--- config.mk ---
export PLATFORM = sky130hd
export DESIGN_NAME = ckg_config
export DESIGN_NICKNAME = d
export VERILOG_FILES = /design/src/core/ckg_config.v /design/src/core/ckg_post_div.v
export VERILOG_INCLUDE_DIRS = /design/src /design/src/core
export SDC_FILE = /design/constraint.sdc
export NUM_CORES = 1
export LEC_CHECK = 0
export ABC_AREA = 0
export BUFFER_PORTS_ARGS = -buffer_cell sky130_fd_sc_hd__buf_2
export CAP_MARGIN = 20
export CORE_ASPECT_RATIO = 1.75
export CORE_MARGIN = 1.5
export CORE_UTILIZATION = 25
export CTS_CLUSTER_DIAMETER = 100
export DETAILED_ROUTE_END_ITERATION = 8
export PLACE_DENSITY_LB_ADDON = 0.25
export SLEW_MARGIN = 10
export SYNTH_ARGS = -nofsm -noshare
export SYNTH_HDL_FRONTEND = slang
export SYNTH_SLANG_ARGS = --single-unit
--- constraint.sdc ---
create_clock -name clk -period 11.1 [get_ports clk]
set_input_delay 0.555 -clock clk [delete_from_list [all_inputs] [get_ports clk]]
set_output_delay 0.555 -clock clk [all_outputs]
set_load 0.02 [all_outputs]
--- src/core/ckg_defs.vh ---
// Purpose: constants for the clock generator configuration block
// Assumes: apb with 32-bit data, one aligned word per register
// Notes: offsets are byte addresses chosen for this block
//
// Overview of operation
// - 7-bit post divider, ratio 1..127, odd corrected
// - divider zero powers down, output high-z
// - outputs a,b have two banks, bank select
// - output e code: off, /4, /2, /3
// - 3-bit source select per main output
// - buffered reference driven only when enabled
// - pin function select picks shutdown or enable
// - 2-bit duty trim, nominal 01
// - 2-bit drive trim codes for strength
// - synth ratio uses feedback and reference values
// - synth one disable switches off dependents
// - load cap code, zero for external reference
// - nonzero divider writes wait for the running period's end
// - each synth byte takes effect on its write
// - programming port works during shutdown
// - select input change is glitch free
// - three select levels index synth one table
// - blank device: all zero, outputs high-z
`ifndef CKG_DEFS_VH
`define CKG_DEFS_VH
`define CKG_ADDR_W 8
// output divider registers: bit7 src[0], bits6:0 ratio
`define CKG_A_DIV0 8'h00
`define CKG_A_DIV1 8'h04
`define CKG_B_DIV0 8'h08
`define CKG_B_DIV1 8'h0c
`define CKG_C_DIV 8'h10
`define CKG_D_DIV 8'h14
// source high bits: [1:0] a, [3:2] b, [5:4] c, [7:6] d
`define CKG_SRC_HI 8'h18
// duty/enable: [1:0] e div,[2] xbuf oe,[3] pin fn,[5:4] abde duty,
// [7:6] cx duty
`define CKG_MISC 8'h1c
// drive trim: [1:0] ab, [3:2] c, [5:4] de, [7:6] x
`define CKG_DRV 8'h20
// synth two and three: q, p low, ctrl
`define CKG_TWO_Q 8'h24
`define CKG_TWO_P 8'h28
`define CKG_TWO_CTL 8'h2c
`define CKG_S3_Q 8'h30
`define CKG_S3_P 8'h34
`define CKG_S3_CTL 8'h38
// oscillator: [1:0] gain, [7:2] load cap
`define CKG_OSC 8'h3c
// synth one table: row n at base + 16n, q/p/ctl at +0/+4/+8
`define CKG_S1_BASE 8'h40
// status: [2:0] row index, [3] bank, [4] s1 enable, [9:5] out live
`define CKG_STATUS 8'hc0
// ctl byte fields
`define CKG_CTL_PHI 1
`define CKG_CTL_ODD 2
`define CKG_CTL_LF_LO 3
`define CKG_CTL_LF_HI 5
`define CKG_CTL_EN 6
`define CKG_CTL_BANK 7
// source codes
`define CKG_SRC_REF 3'h0
`define CKG_SRC_S1 2'h1
`define CKG_SRC_S2 2'h2
`define CKG_SRC_S3 2'h3
`endif

--- src/core/ckg_config.v ---
// Purpose: configuration fields and output control of clock generator
// Assumes: synth and reference clocks arrive as clk-rate tick pulses
// Notes: registers written over apb; analog parts are modelled as codes
//
// Design decisions made here: the register offsets and the APB slave port.
`include "ckg_defs.vh"
`default_nettype none
module ckg_config
#(
  parameter DIV_W = 7
)
(
  // clock and reset
  input wire clk,
  input wire sys_rst,
  // apb slave
  input wire psel,
  input wire penable,
  input wire pwrite,
  input wire [11:0] paddr,
  input wire [31:0] pwdata,
  output wire pready,
  output reg [31:0] prdata,
  output wire pslverr,
  // pins
  input wire selectInputHigh,
  input wire serialClkPin,
  input wire serialDataPin,
  input wire shutdownPin,
  // source ticks: ref, synth one 0/180, two 0/180, three 0/180
  input wire refTick,
  input wire [1:0] synthOneTick,
  input wire [1:0] synthTwoTick,
  input wire [1:0] synthThreeTick,
  // clock outputs, oe low means driving
  output wire [3:0] outMain,
  output wire [3:0] outMainOe_n,
  output reg outputE,
  output wire outputEOe_n,
  output wire refBufOut,
  output wire refBufOe_n,
  // analog control codes
  output wire [10:0] synthOnePt,
  output wire [8:0] synthOneQt,
  output wire [2:0] synthOneLoop,
  output wire synthOneRun,
  output wire [10:0] synthTwoPt,
  output wire [8:0] synthTwoQt,
  output wire [2:0] synthTwoLoop,
  output wire synthTwoRun,
  output wire [10:0] synthThreePt,
  output wire [8:0] synthThreeQt,
  output wire [2:0] synthThreeLoop,
  output wire synthThreeRun,
  output wire [5:0] loadCapCode,
  output wire [1:0] oscGainCode,
  output wire [1:0] dutyTrimCX,
  output wire [1:0] dutyTrimABDE,
  output wire [7:0] driveTrim,
  output wire fullShutdown
);
  // ***************************************************
  // functions
  // ***************************************************
  // pt = 2*(p+3)+odd
  function [10:0] calcPt;
    input [9:0] p;
    input odd;
    begin
      calcPt = {p + 10'h003, odd};
    end
  endfunction
  // qt = q + 2
  function [8:0] calcQt;
    input [7:0] q;
    begin
      calcQt = {1'b0, q} + 9'h002;
    end
  endfunction
  // ***************************************************
  // register storage, all zero when blank
  // ***************************************************
  reg [7:0] divA0_r, divA1_r, divB0_r, divB1_r, divC_r, divD_r;
  reg [7:0] srcHi_r, misc_r, drv_r, osc_r;
  reg [7:0] twoQ_r, twoP_r, twoCtl_r, s3Q_r, s3P_r, s3Ctl_r;
  reg [7:0] s1Q_r [0:7];  // synth one table, indexed by row
  reg [7:0] s1P_r [0:7];
  reg [7:0] s1Ctl_r [0:7];
  reg [2:0] rowIdx_r;     // latched table index
  reg started_r;
  // ***************************************************
  // apb decode
  // ***************************************************
  wire [7:0] addr = paddr[7:0];
  wire wrEn = psel && penable && pwrite;
  wire s1Hit = (addr >= `CKG_S1_BASE) && (addr < `CKG_STATUS);
  // row number counts from the table base, not from address zero
  wire [7:0] s1Off = addr - `CKG_S1_BASE;
  wire [2:0] s1Row = s1Off[6:4];
  wire [1:0] s1Sel = addr[3:2];
  // zero-wait slave; unmapped reads zero, flagged as error
  wire mapped = (addr <= `CKG_OSC) || s1Hit || addr == `CKG_STATUS;
  assign pready = 1'b1;
  assign pslverr = psel && penable &&
                   (!mapped || paddr[11:8] != 4'h0 || addr[1:0] != 2'h0 ||
                    (s1Hit && s1Sel == 2'h3));
  integer i;
  // each byte written is stored at once, no shadowing; dividers pick up a new nonzero ratio at period end
  // serial side is clocked only by bus access, so stays live in
  // shutdown
  always @(posedge clk)
  begin
    if (sys_rst)
    begin
      divA0_r <= 8'h00; divA1_r <= 8'h00; divB0_r <= 8'h00;
      divB1_r <= 8'h00; divC_r <= 8'h00; divD_r <= 8'h00;
      srcHi_r <= 8'h00; misc_r <= 8'h00; drv_r <= 8'h00;
      osc_r <= 8'h00;
      twoQ_r <= 8'h00; twoP_r <= 8'h00; twoCtl_r <= 8'h00;
      s3Q_r <= 8'h00; s3P_r <= 8'h00; s3Ctl_r <= 8'h00;
      for (i = 0; i < 8; i = i + 1)
      begin
        s1Q_r[i] <= 8'h00;
        s1P_r[i] <= 8'h00;
        s1Ctl_r[i] <= 8'h00;
      end
    end
    else if (wrEn && !pslverr)
    begin
      case (addr)
        `CKG_A_DIV0: divA0_r <= pwdata[7:0];
        `CKG_A_DIV1: divA1_r <= pwdata[7:0];
        `CKG_B_DIV0: divB0_r <= pwdata[7:0];
        `CKG_B_DIV1: divB1_r <= pwdata[7:0];
        `CKG_C_DIV: divC_r <= pwdata[7:0];
        `CKG_D_DIV: divD_r <= pwdata[7:0];
        `CKG_SRC_HI: srcHi_r <= pwdata[7:0];
        `CKG_MISC: misc_r <= pwdata[7:0];
        `CKG_DRV: drv_r <= pwdata[7:0];
        `CKG_TWO_Q: twoQ_r <= pwdata[7:0];
        `CKG_TWO_P: twoP_r <= pwdata[7:0];
        `CKG_TWO_CTL: twoCtl_r <= pwdata[7:0];
        `CKG_S3_Q: s3Q_r <= pwdata[7:0];
        `CKG_S3_P: s3P_r <= pwdata[7:0];
        `CKG_S3_CTL: s3Ctl_r <= pwdata[7:0];
        `CKG_OSC: osc_r <= pwdata[7:0];
        default:
        begin
          // synth one table rows
          if (s1Hit && s1Sel == 2'h0)
            s1Q_r[s1Row] <= pwdata[7:0];
          else if (s1Hit && s1Sel == 2'h1)
            s1P_r[s1Row] <= pwdata[7:0];
          else if (s1Hit && s1Sel == 2'h2)
            s1Ctl_r[s1Row] <= pwdata[7:0];
        end
      endcase
    end
  end
  // ***************************************************
  // start-up latch of serial pin levels
  // ***************************************************
  // caught once after reset release; select input stays live
  always @(posedge clk)
  begin
    if (sys_rst)
    begin
      started_r <= 1'b0;
      rowIdx_r <= 3'h0;
    end
    else
    begin
      started_r <= 1'b1;
      if (!started_r)
        rowIdx_r[1:0] <= {serialClkPin, serialDataPin};
      else
        rowIdx_r[2] <= selectInputHigh;
    end
  end
  // ***************************************************
  // synthesizer settings
  // ***************************************************
  wire [7:0] s1Ctl = s1Ctl_r[rowIdx_r];
  wire s1On = s1Ctl[`CKG_CTL_EN];
  wire bankSel = s1Ctl[`CKG_CTL_BANK];
  assign synthOnePt = calcPt({s1Ctl[`CKG_CTL_PHI:0], s1P_r[rowIdx_r]},
                             s1Ctl[`CKG_CTL_ODD]);
  assign synthOneQt = calcQt(s1Q_r[rowIdx_r]);
  assign synthOneLoop = s1Ctl[`CKG_CTL_LF_HI:`CKG_CTL_LF_LO];
  assign synthTwoPt = calcPt({twoCtl_r[`CKG_CTL_PHI:0], twoP_r},
                             twoCtl_r[`CKG_CTL_ODD]);
  assign synthTwoQt = calcQt(twoQ_r);
  assign synthTwoLoop = twoCtl_r[`CKG_CTL_LF_HI:`CKG_CTL_LF_LO];
  assign synthThreePt = calcPt({s3Ctl_r[`CKG_CTL_PHI:0], s3P_r},
                               s3Ctl_r[`CKG_CTL_ODD]);
  assign synthThreeQt = calcQt(s3Q_r);
  assign synthThreeLoop = s3Ctl_r[`CKG_CTL_LF_HI:`CKG_CTL_LF_LO];
  // full shutdown only when pin function select is high
  wire pinFnSel = misc_r[3];
  assign fullShutdown = pinFnSel && !shutdownPin;
  assign synthOneRun = s1On && !fullShutdown;
  assign synthTwoRun = twoCtl_r[`CKG_CTL_EN] && !fullShutdown;
  assign synthThreeRun = s3Ctl_r[`CKG_CTL_EN] && !fullShutdown;
  // oscillator codes
  assign loadCapCode = osc_r[7:2];
  assign oscGainCode = osc_r[1:0];
  // pad trims passed straight to the predrivers
  assign dutyTrimABDE = misc_r[5:4];
  assign dutyTrimCX = misc_r[7:6];
  assign driveTrim = drv_r;
  // ***************************************************
  // source select and main dividers
  // ***************************************************
  // selected word per output; bank picks a/b register
  wire [7:0] wordA = bankSel ? divA1_r : divA0_r;
  wire [7:0] wordB = bankSel ? divB1_r : divB0_r;
  wire [31:0] words = {divD_r, divC_r, wordB, wordA};
  // pin enable: high enables outputs, low disables them, whatever the pin function select
  wire pinEnable = shutdownPin;
  wire [3:0] srcLive;
  wire [3:0] divLive;
  genvar g;
  generate
    for (g = 0; g < 4; g = g + 1)
    begin : gOut
      wire [2:0] src = {srcHi_r[2*g+1 -: 2], words[8*g+7]};
      wire [6:0] ratio = words[8*g+6 -: 7];
      reg tick;
      reg ok;
      // source mux; reserved code gives no clock
      always @*
      begin
        tick = 1'b0;
        ok = 1'b0;
        case (src[2:1])
          2'h0:
          begin
            tick = refTick && !src[0];
            ok = !src[0];
          end
          `CKG_SRC_S1:
          begin
            tick = synthOneTick[src[0]];
            ok = s1On;
          end
          `CKG_SRC_S2:
          begin
            tick = synthTwoTick[src[0]];
            ok = twoCtl_r[`CKG_CTL_EN];
          end
          `CKG_SRC_S3:
          begin
            tick = synthThreeTick[src[0]];
            ok = s3Ctl_r[`CKG_CTL_EN];
          end
          default:
          begin
            tick = 1'b0;
            ok = 1'b0;
          end
        endcase
      end
      // disabled source acts as zero ratio
      // a new nonzero ratio waits for the divider's period end
      ckg_post_div #(.WIDTH(DIV_W)) uDiv
      (
        .clk(clk),
        .sys_rst(sys_rst),
        .ratio(ok && !fullShutdown ? ratio : 7'h00),
        .srcTick(tick),
        .divOut(outMain[g])
      );
      assign srcLive[g] = ok;
      assign divLive[g] = ratio != 7'h00 && ok && pinEnable;
      assign outMainOe_n[g] = !divLive[g];
    end
  endgenerate
  // ***************************************************
  // output e fixed divider
  // ***************************************************
  wire [1:0] eCode = misc_r[1:0];
  wire eLive = eCode != 2'h0 && s1On && pinEnable;
  reg [1:0] eCnt_r;
  reg [1:0] eEnd;
  // 01 -> /4, 10 -> /2, 11 -> /3
  always @*
  begin
    case (eCode)
      2'h1: eEnd = 2'h3;
      2'h2: eEnd = 2'h1;
      2'h3: eEnd = 2'h2;
      default: eEnd = 2'h0;
    endcase
  end
  always @(posedge clk)
  begin
    if (sys_rst || !eLive)
    begin
      eCnt_r <= 2'h0;
      outputE <= 1'b0;
    end
    else if (synthOneTick[0])
    begin
      eCnt_r <= (eCnt_r >= eEnd) ? 2'h0 : eCnt_r + 2'h1;
      // high for the lower half of the count
      outputE <= (eCnt_r + 2'h1 <= eEnd[1:1] + {1'b0, eEnd[0]}) &&
                 (eCnt_r < eEnd);
    end
  end
  assign outputEOe_n = !eLive;
  // ***************************************************
  // buffered reference
  // ***************************************************
  wire refBufEn = misc_r[2] && pinEnable;
  assign refBufOut = refTick && refBufEn;
  assign refBufOe_n = !refBufEn;
  // ***************************************************
  // read path
  // ***************************************************
  always @(posedge clk)
  begin
    if (sys_rst)
      prdata <= 32'h0000_0000;
    else if (psel && !penable && !pwrite)
    begin
      prdata <= 32'h0000_0000;
      case (addr)
        `CKG_A_DIV0: prdata[7:0] <= divA0_r;
        `CKG_A_DIV1: prdata[7:0] <= divA1_r;
        `CKG_B_DIV0: prdata[7:0] <= divB0_r;
        `CKG_B_DIV1: prdata[7:0] <= divB1_r;
        `CKG_C_DIV: prdata[7:0] <= divC_r;
        `CKG_D_DIV: prdata[7:0] <= divD_r;
        `CKG_SRC_HI: prdata[7:0] <= srcHi_r;
        `CKG_MISC: prdata[7:0] <= misc_r;
        `CKG_DRV: prdata[7:0] <= drv_r;
        `CKG_TWO_Q: prdata[7:0] <= twoQ_r;
        `CKG_TWO_P: prdata[7:0] <= twoP_r;
        `CKG_TWO_CTL: prdata[7:0] <= twoCtl_r;
        `CKG_S3_Q: prdata[7:0] <= s3Q_r;
        `CKG_S3_P: prdata[7:0] <= s3P_r;
        `CKG_S3_CTL: prdata[7:0] <= s3Ctl_r;
        `CKG_OSC: prdata[7:0] <= osc_r;
        `CKG_STATUS: prdata[9:0] <= {divLive & srcLive, eLive,
                                     s1On, bankSel, rowIdx_r};
        default:
        begin
          if (s1Hit && s1Sel == 2'h0)
            prdata[7:0] <= s1Q_r[s1Row];
          else if (s1Hit && s1Sel == 2'h1)
            prdata[7:0] <= s1P_r[s1Row];
          else if (s1Hit && s1Sel == 2'h2)
            prdata[7:0] <= s1Ctl_r[s1Row];
        end
      endcase
    end
  end
endmodule
`default_nettype wire

--- src/core/ckg_post_div.v ---
// Purpose: 7-bit post divider with odd duty correction
// Assumes: source pulse is one clk cycle per source edge
// Notes: zero ratio parks the divider and holds output low
`default_nettype none
module ckg_post_div
#(
  parameter WIDTH = 7
)
(
  // clock and reset
  input wire clk,
  input wire sys_rst,
  // control
  input wire [WIDTH-1:0] ratio,
  input wire srcTick,
  // output
  output reg divOut
);
  // full-period counter in source ticks
  reg [WIDTH:0] cnt_r;
  reg phase_r;
  // ratio in use; a new nonzero ratio waits for the end of the running
  // period, so a bank swap to a nonzero ratio never cuts a pulse short
  reg [WIDTH-1:0] live_r;
  wire [WIDTH-1:0] useRatio = (live_r == {WIDTH{1'b0}}) ? ratio : live_r;
  wire [WIDTH:0] ratio2 = {useRatio, 1'b0};
  wire wrap = cnt_r >= ratio2 - 1'b1;
  // counts ticks of twice the ratio; high for first ratio ticks
  // gives exact 50 percent even for odd ratios
  always @(posedge clk)
  begin
    if (sys_rst || ratio == {WIDTH{1'b0}})
    begin
      // powered down at once, no waiting
      cnt_r <= {(WIDTH+1){1'b0}};
      phase_r <= 1'b0;
      divOut <= 1'b0;
      live_r <= {WIDTH{1'b0}};
    end
    else if (srcTick)
    begin
      if (wrap)
      begin
        // period boundary: pick up any new ratio
        cnt_r <= {(WIDTH+1){1'b0}};
        live_r <= ratio;
      end
      else
      begin
        cnt_r <= cnt_r + 1'b1;
        live_r <= useRatio;
      end
      phase_r <= (cnt_r + 1'b1 < {1'b0, useRatio}) || wrap;
      divOut <= phase_r;
    end
  end
endmodule
`default_nettype wire

==> impl_metrics.csv <==
group,metric,value,unit
die,die_y,410,um
sta,fmax,159,MHz
die,coreArea,0.0940,mm2
finish,stdcell_count,3554,
critical_path,worst_ep_required_time,11580,ps
synthesis,synth_xor_area_share,3.12,%
sta,fin_crit_sh,56.8,%
synthesis,syn_inst,2230,
die,start_util,25.1,%
die,pin_count,199,
synthesis,yosys.area_share.adder,3.86,%
sta,relSlewSlack,23.0,%
power,power.share.combinational,9.7,%
sta,setup_tns,0,ps
sta,hold_viol,0,
synthesis,yosys_warnings,0,
synthesis,synthMuxAreaShare,18.8,%
die,dieArea,0.0964,mm2
global_routing,antenna_found_initial,8,
sta,drv_slew,0,
synthesis,ys.flop_type,"dfxtp_1",
critical_path,ff2ff_path_depth,20,
finish,post-route-util,28.7,%
power,p_per_area,132,mW/mm2
power,peakVddDrop,97.3,uV
power,seqPwrFrac,45.6,%
clock_network,clk_pin_slew,60,ps
global_routing,grt_first_pass_wirelength,126000,um
detailed_routing,drt-total-wl,87300,um
placement,dp_hpwl,64700,um
clock_network,numCtsBuffers,44,
detailed_routing,ant_nets,0,
worst_hold_path,hold_path.class,"in -> reg",
synthesis,yosys.area_share.simple,17.3,%
critical_path,crit_path_end_kind,"flip-flop",
synthesis,synthDistinctLibCells,78,
detailed_routing,wire_per_inst,24.6,um
placement,post-place-cells,3468,
synthesis,seq_area_frac_synth,42.5,%
synthesis,syn_avg_cell_area,10.6,um2
finish,nNetsFinal,2440,
detailed_routing,viasPerCell,5.19,
finish,fin_area,0.0269,mm2
global_routing,grt_usage,17.8,%
sta,worst_slew_pin_slew,1160,ps
synthesis,syn_area,0.0236,mm2
die,num_rows,149,
placement,port_buffers,151,
die,die_w,235,um
status,status,"completed",
sta,finalClockSkew,18.8,ps
global_routing,gr-total-overflow,0,
synthesis,synth-compound-area-share,10.0,%
detailed_routing,dr.pass1.iters,6,
synthesis,synth-edff-count,192,
finish,nFillCells,9847,
detailed_routing,num_vias,18400,
critical_path,cp-start-kind,"flip-flop",
power,clockPowerShare,44.7,%
detailed_routing,drt_iter0_markers,1402,
critical_path,path_max_fanout,45,
power,p_leak,9.55,nW
detailed_routing,drc,0,
clock_network,post_cts_resized,0,
sta,setup_viol,0,
critical_path,arrival,6790,ps
power,p_int,2.67,mW
critical_path,crit_type,"reg -> reg",
clock_network,cts_root_buffer,"clkbuf_16",
clock_network,cts_tree,"built",
finish,multiInputGateArea,0.0127,mm2
finish,drive_above_1_share,18.6,%
worst_hold_path,whs_path_depth,3,
clock_network,post_cts_buffers,0,
synthesis,synth_top_family_by_area,"multiplexers",
run,maxCapViolCount,0,
synthesis,ys_ff_latch,405,
clock_network,htree_levels,2,
clock_network,cts_hold_buf,0,
sta,rsz0062_at_grt,"false",
power,swShare,25.0,%
finish,area_growth,14.1,%
sta,fin_crit,6310,ps
clock_network,clockBufferDepth,3,
finish,seqCellArea,0.0100,mm2
power,power.switching,890,uW
placement,place_congestion,0.944,
global_routing,grt_max_degree,54,
synthesis,ys_async_sr_fraction,0,%
placement,placed_cell_area,0.0254,mm2
global_routing,grt_pass1_vias,18300,
clock_network,cts_sinks,405,
clock_network,clk_latency,590,ps
routing by layer:
metal	global-route usage [%]	up-vias	routed length, um
li1	-	8331	-
met1	19.4	9248	32400
met2	32.4	654	45100
met3	2.67	194	4300
met4	10.4	4	5440
met5	0	-	28
area by class of cell:
cell class                 count  area share (%)
antenna                        4          0.0372
clock buffer                  64            4.67
clock inverter                16           0.966
inverter                      37           0.516
multi-input combinational   1630            47.0
sequential                   405            37.3
tap                         1208            5.61
timing repair buffer         190            3.91
Yosys cell counts (all sizes together), types with 27 or more instances:
cell / n / area [um2]
mux2: 27 / 315
a21oi: 94 / 474
buf: 67 / 450
edfxtp: 192 / 5770
nor3: 50 / 330
mux4: 100 / 2250
mux2i: 188 / 1880
a22oi: 48 / 360
clkbuf: 112 / 420
dfxtp: 213 / 4260
ha: 72 / 901
o21ai: 69 / 345
nand2: 94 / 355
xor2: 36 / 315
xnor2: 48 / 420
and2: 200 / 1250
nor2: 262 / 983
nand3: 53 / 275
inv: 36 / 135
power by group through the flow:
stage,logic (mW),registers (mW),clock network [mW]
global placement,0.347,1.65,0
floorplan,0.232,1.64,0
detailed placement,0.349,1.65,0
CTS,0.350,1.62,1.62
finish,0.347,1.62,1.59
global route,0.364,1.63,1.67
worst max-delay path: stages (launching register included):
cell	delay (ps)
dfxtp_4	550
buf_4	770
mux2i_1	280
mux4_2	790
mux2i_1	530
a21oi_1	260
a21oi_1	260
ha_1	230
nand2b_1	70
a21oi_1	170
nand2_1	90
xnor2_1	150
ha_1	220
a2111oi_0	350
o21ai_0	190
o211ai_1	160
a21oi_1	100
buf_4	210
nor2_1	350
o2111ai_1	170
o211a_1	250
placed cells by master, fill, tap and decap left out, drive strengths merged, types with 8 or more instances in the layout:
master,count
mux4,100
a21oi,94
o2111ai,9
conb,23
and3,24
xor2,36
nand3,53
nor2b,9
a22oi,48
nor2,262
nand3b,18
a31oi,10
mux2,27
a21o,10
ha,72
edfxtp,192
a22o,11
nand2,94
nor4,12
xnor2,48
clkbuf,65
and2,200
or4,10
o211ai,11
a222oi,12
buf,189
nor3,50
a221oi,8
a211oi,12
inv,36
o21ai,69
dfxtp,213
nor3b,11
nand4,13
mux2i,188
final timing paths:
kind / from / end / slack [ps]
worst max-delay path: rowIdx_r[0] / gOut[0].uDiv.phase_r / 4790
worst min-delay path: selectInputHigh / rowIdx_r[2] / 220
worst min register to register: gOut[0].uDiv.divOut / gOut[0].uDiv.divOut / 450
worst max register to register: rowIdx_r[0] / gOut[0].uDiv.phase_r / 4790
sequential cells by signal, indices dropped and copies added (netlist names), 10 cells and up:
name and cells:
s1P_r 64, gOut.uDiv.cnt_r 32, gOut.uDiv.live_r 28, s1Q_r 64, prdata 10, s1Ctl_r 64
stage by stage:
stage / setup WS [ps] / hold slack (ps) / total power [mW]
after global routing: 4380 / 221 / 3.66
after global placement: 4560 / 450 / 2.00
after detailed placement: 4460 / 446 / 2.00
final: 4790 / 218 / 3.56
after floorplan: 6460 / 432 / 1.88
after CTS: 4420 / 186 / 3.59
cells by family (layout without fill, tap and decap cells):
| kind of cell | after synthesis | after routing |
|---|---|---|
| simple gates | 787 | 787 |
| flops | 405 | 405 |
| compound gates | 348 | 348 |
| mux | 315 | 315 |
| buf+inv | 216 | 307 |
| xor+xnor | 84 | 84 |
| fa+ha+maj | 73 | 73 |
| other cells | 2 | 27 |
(Power assumes the default switching activity.)
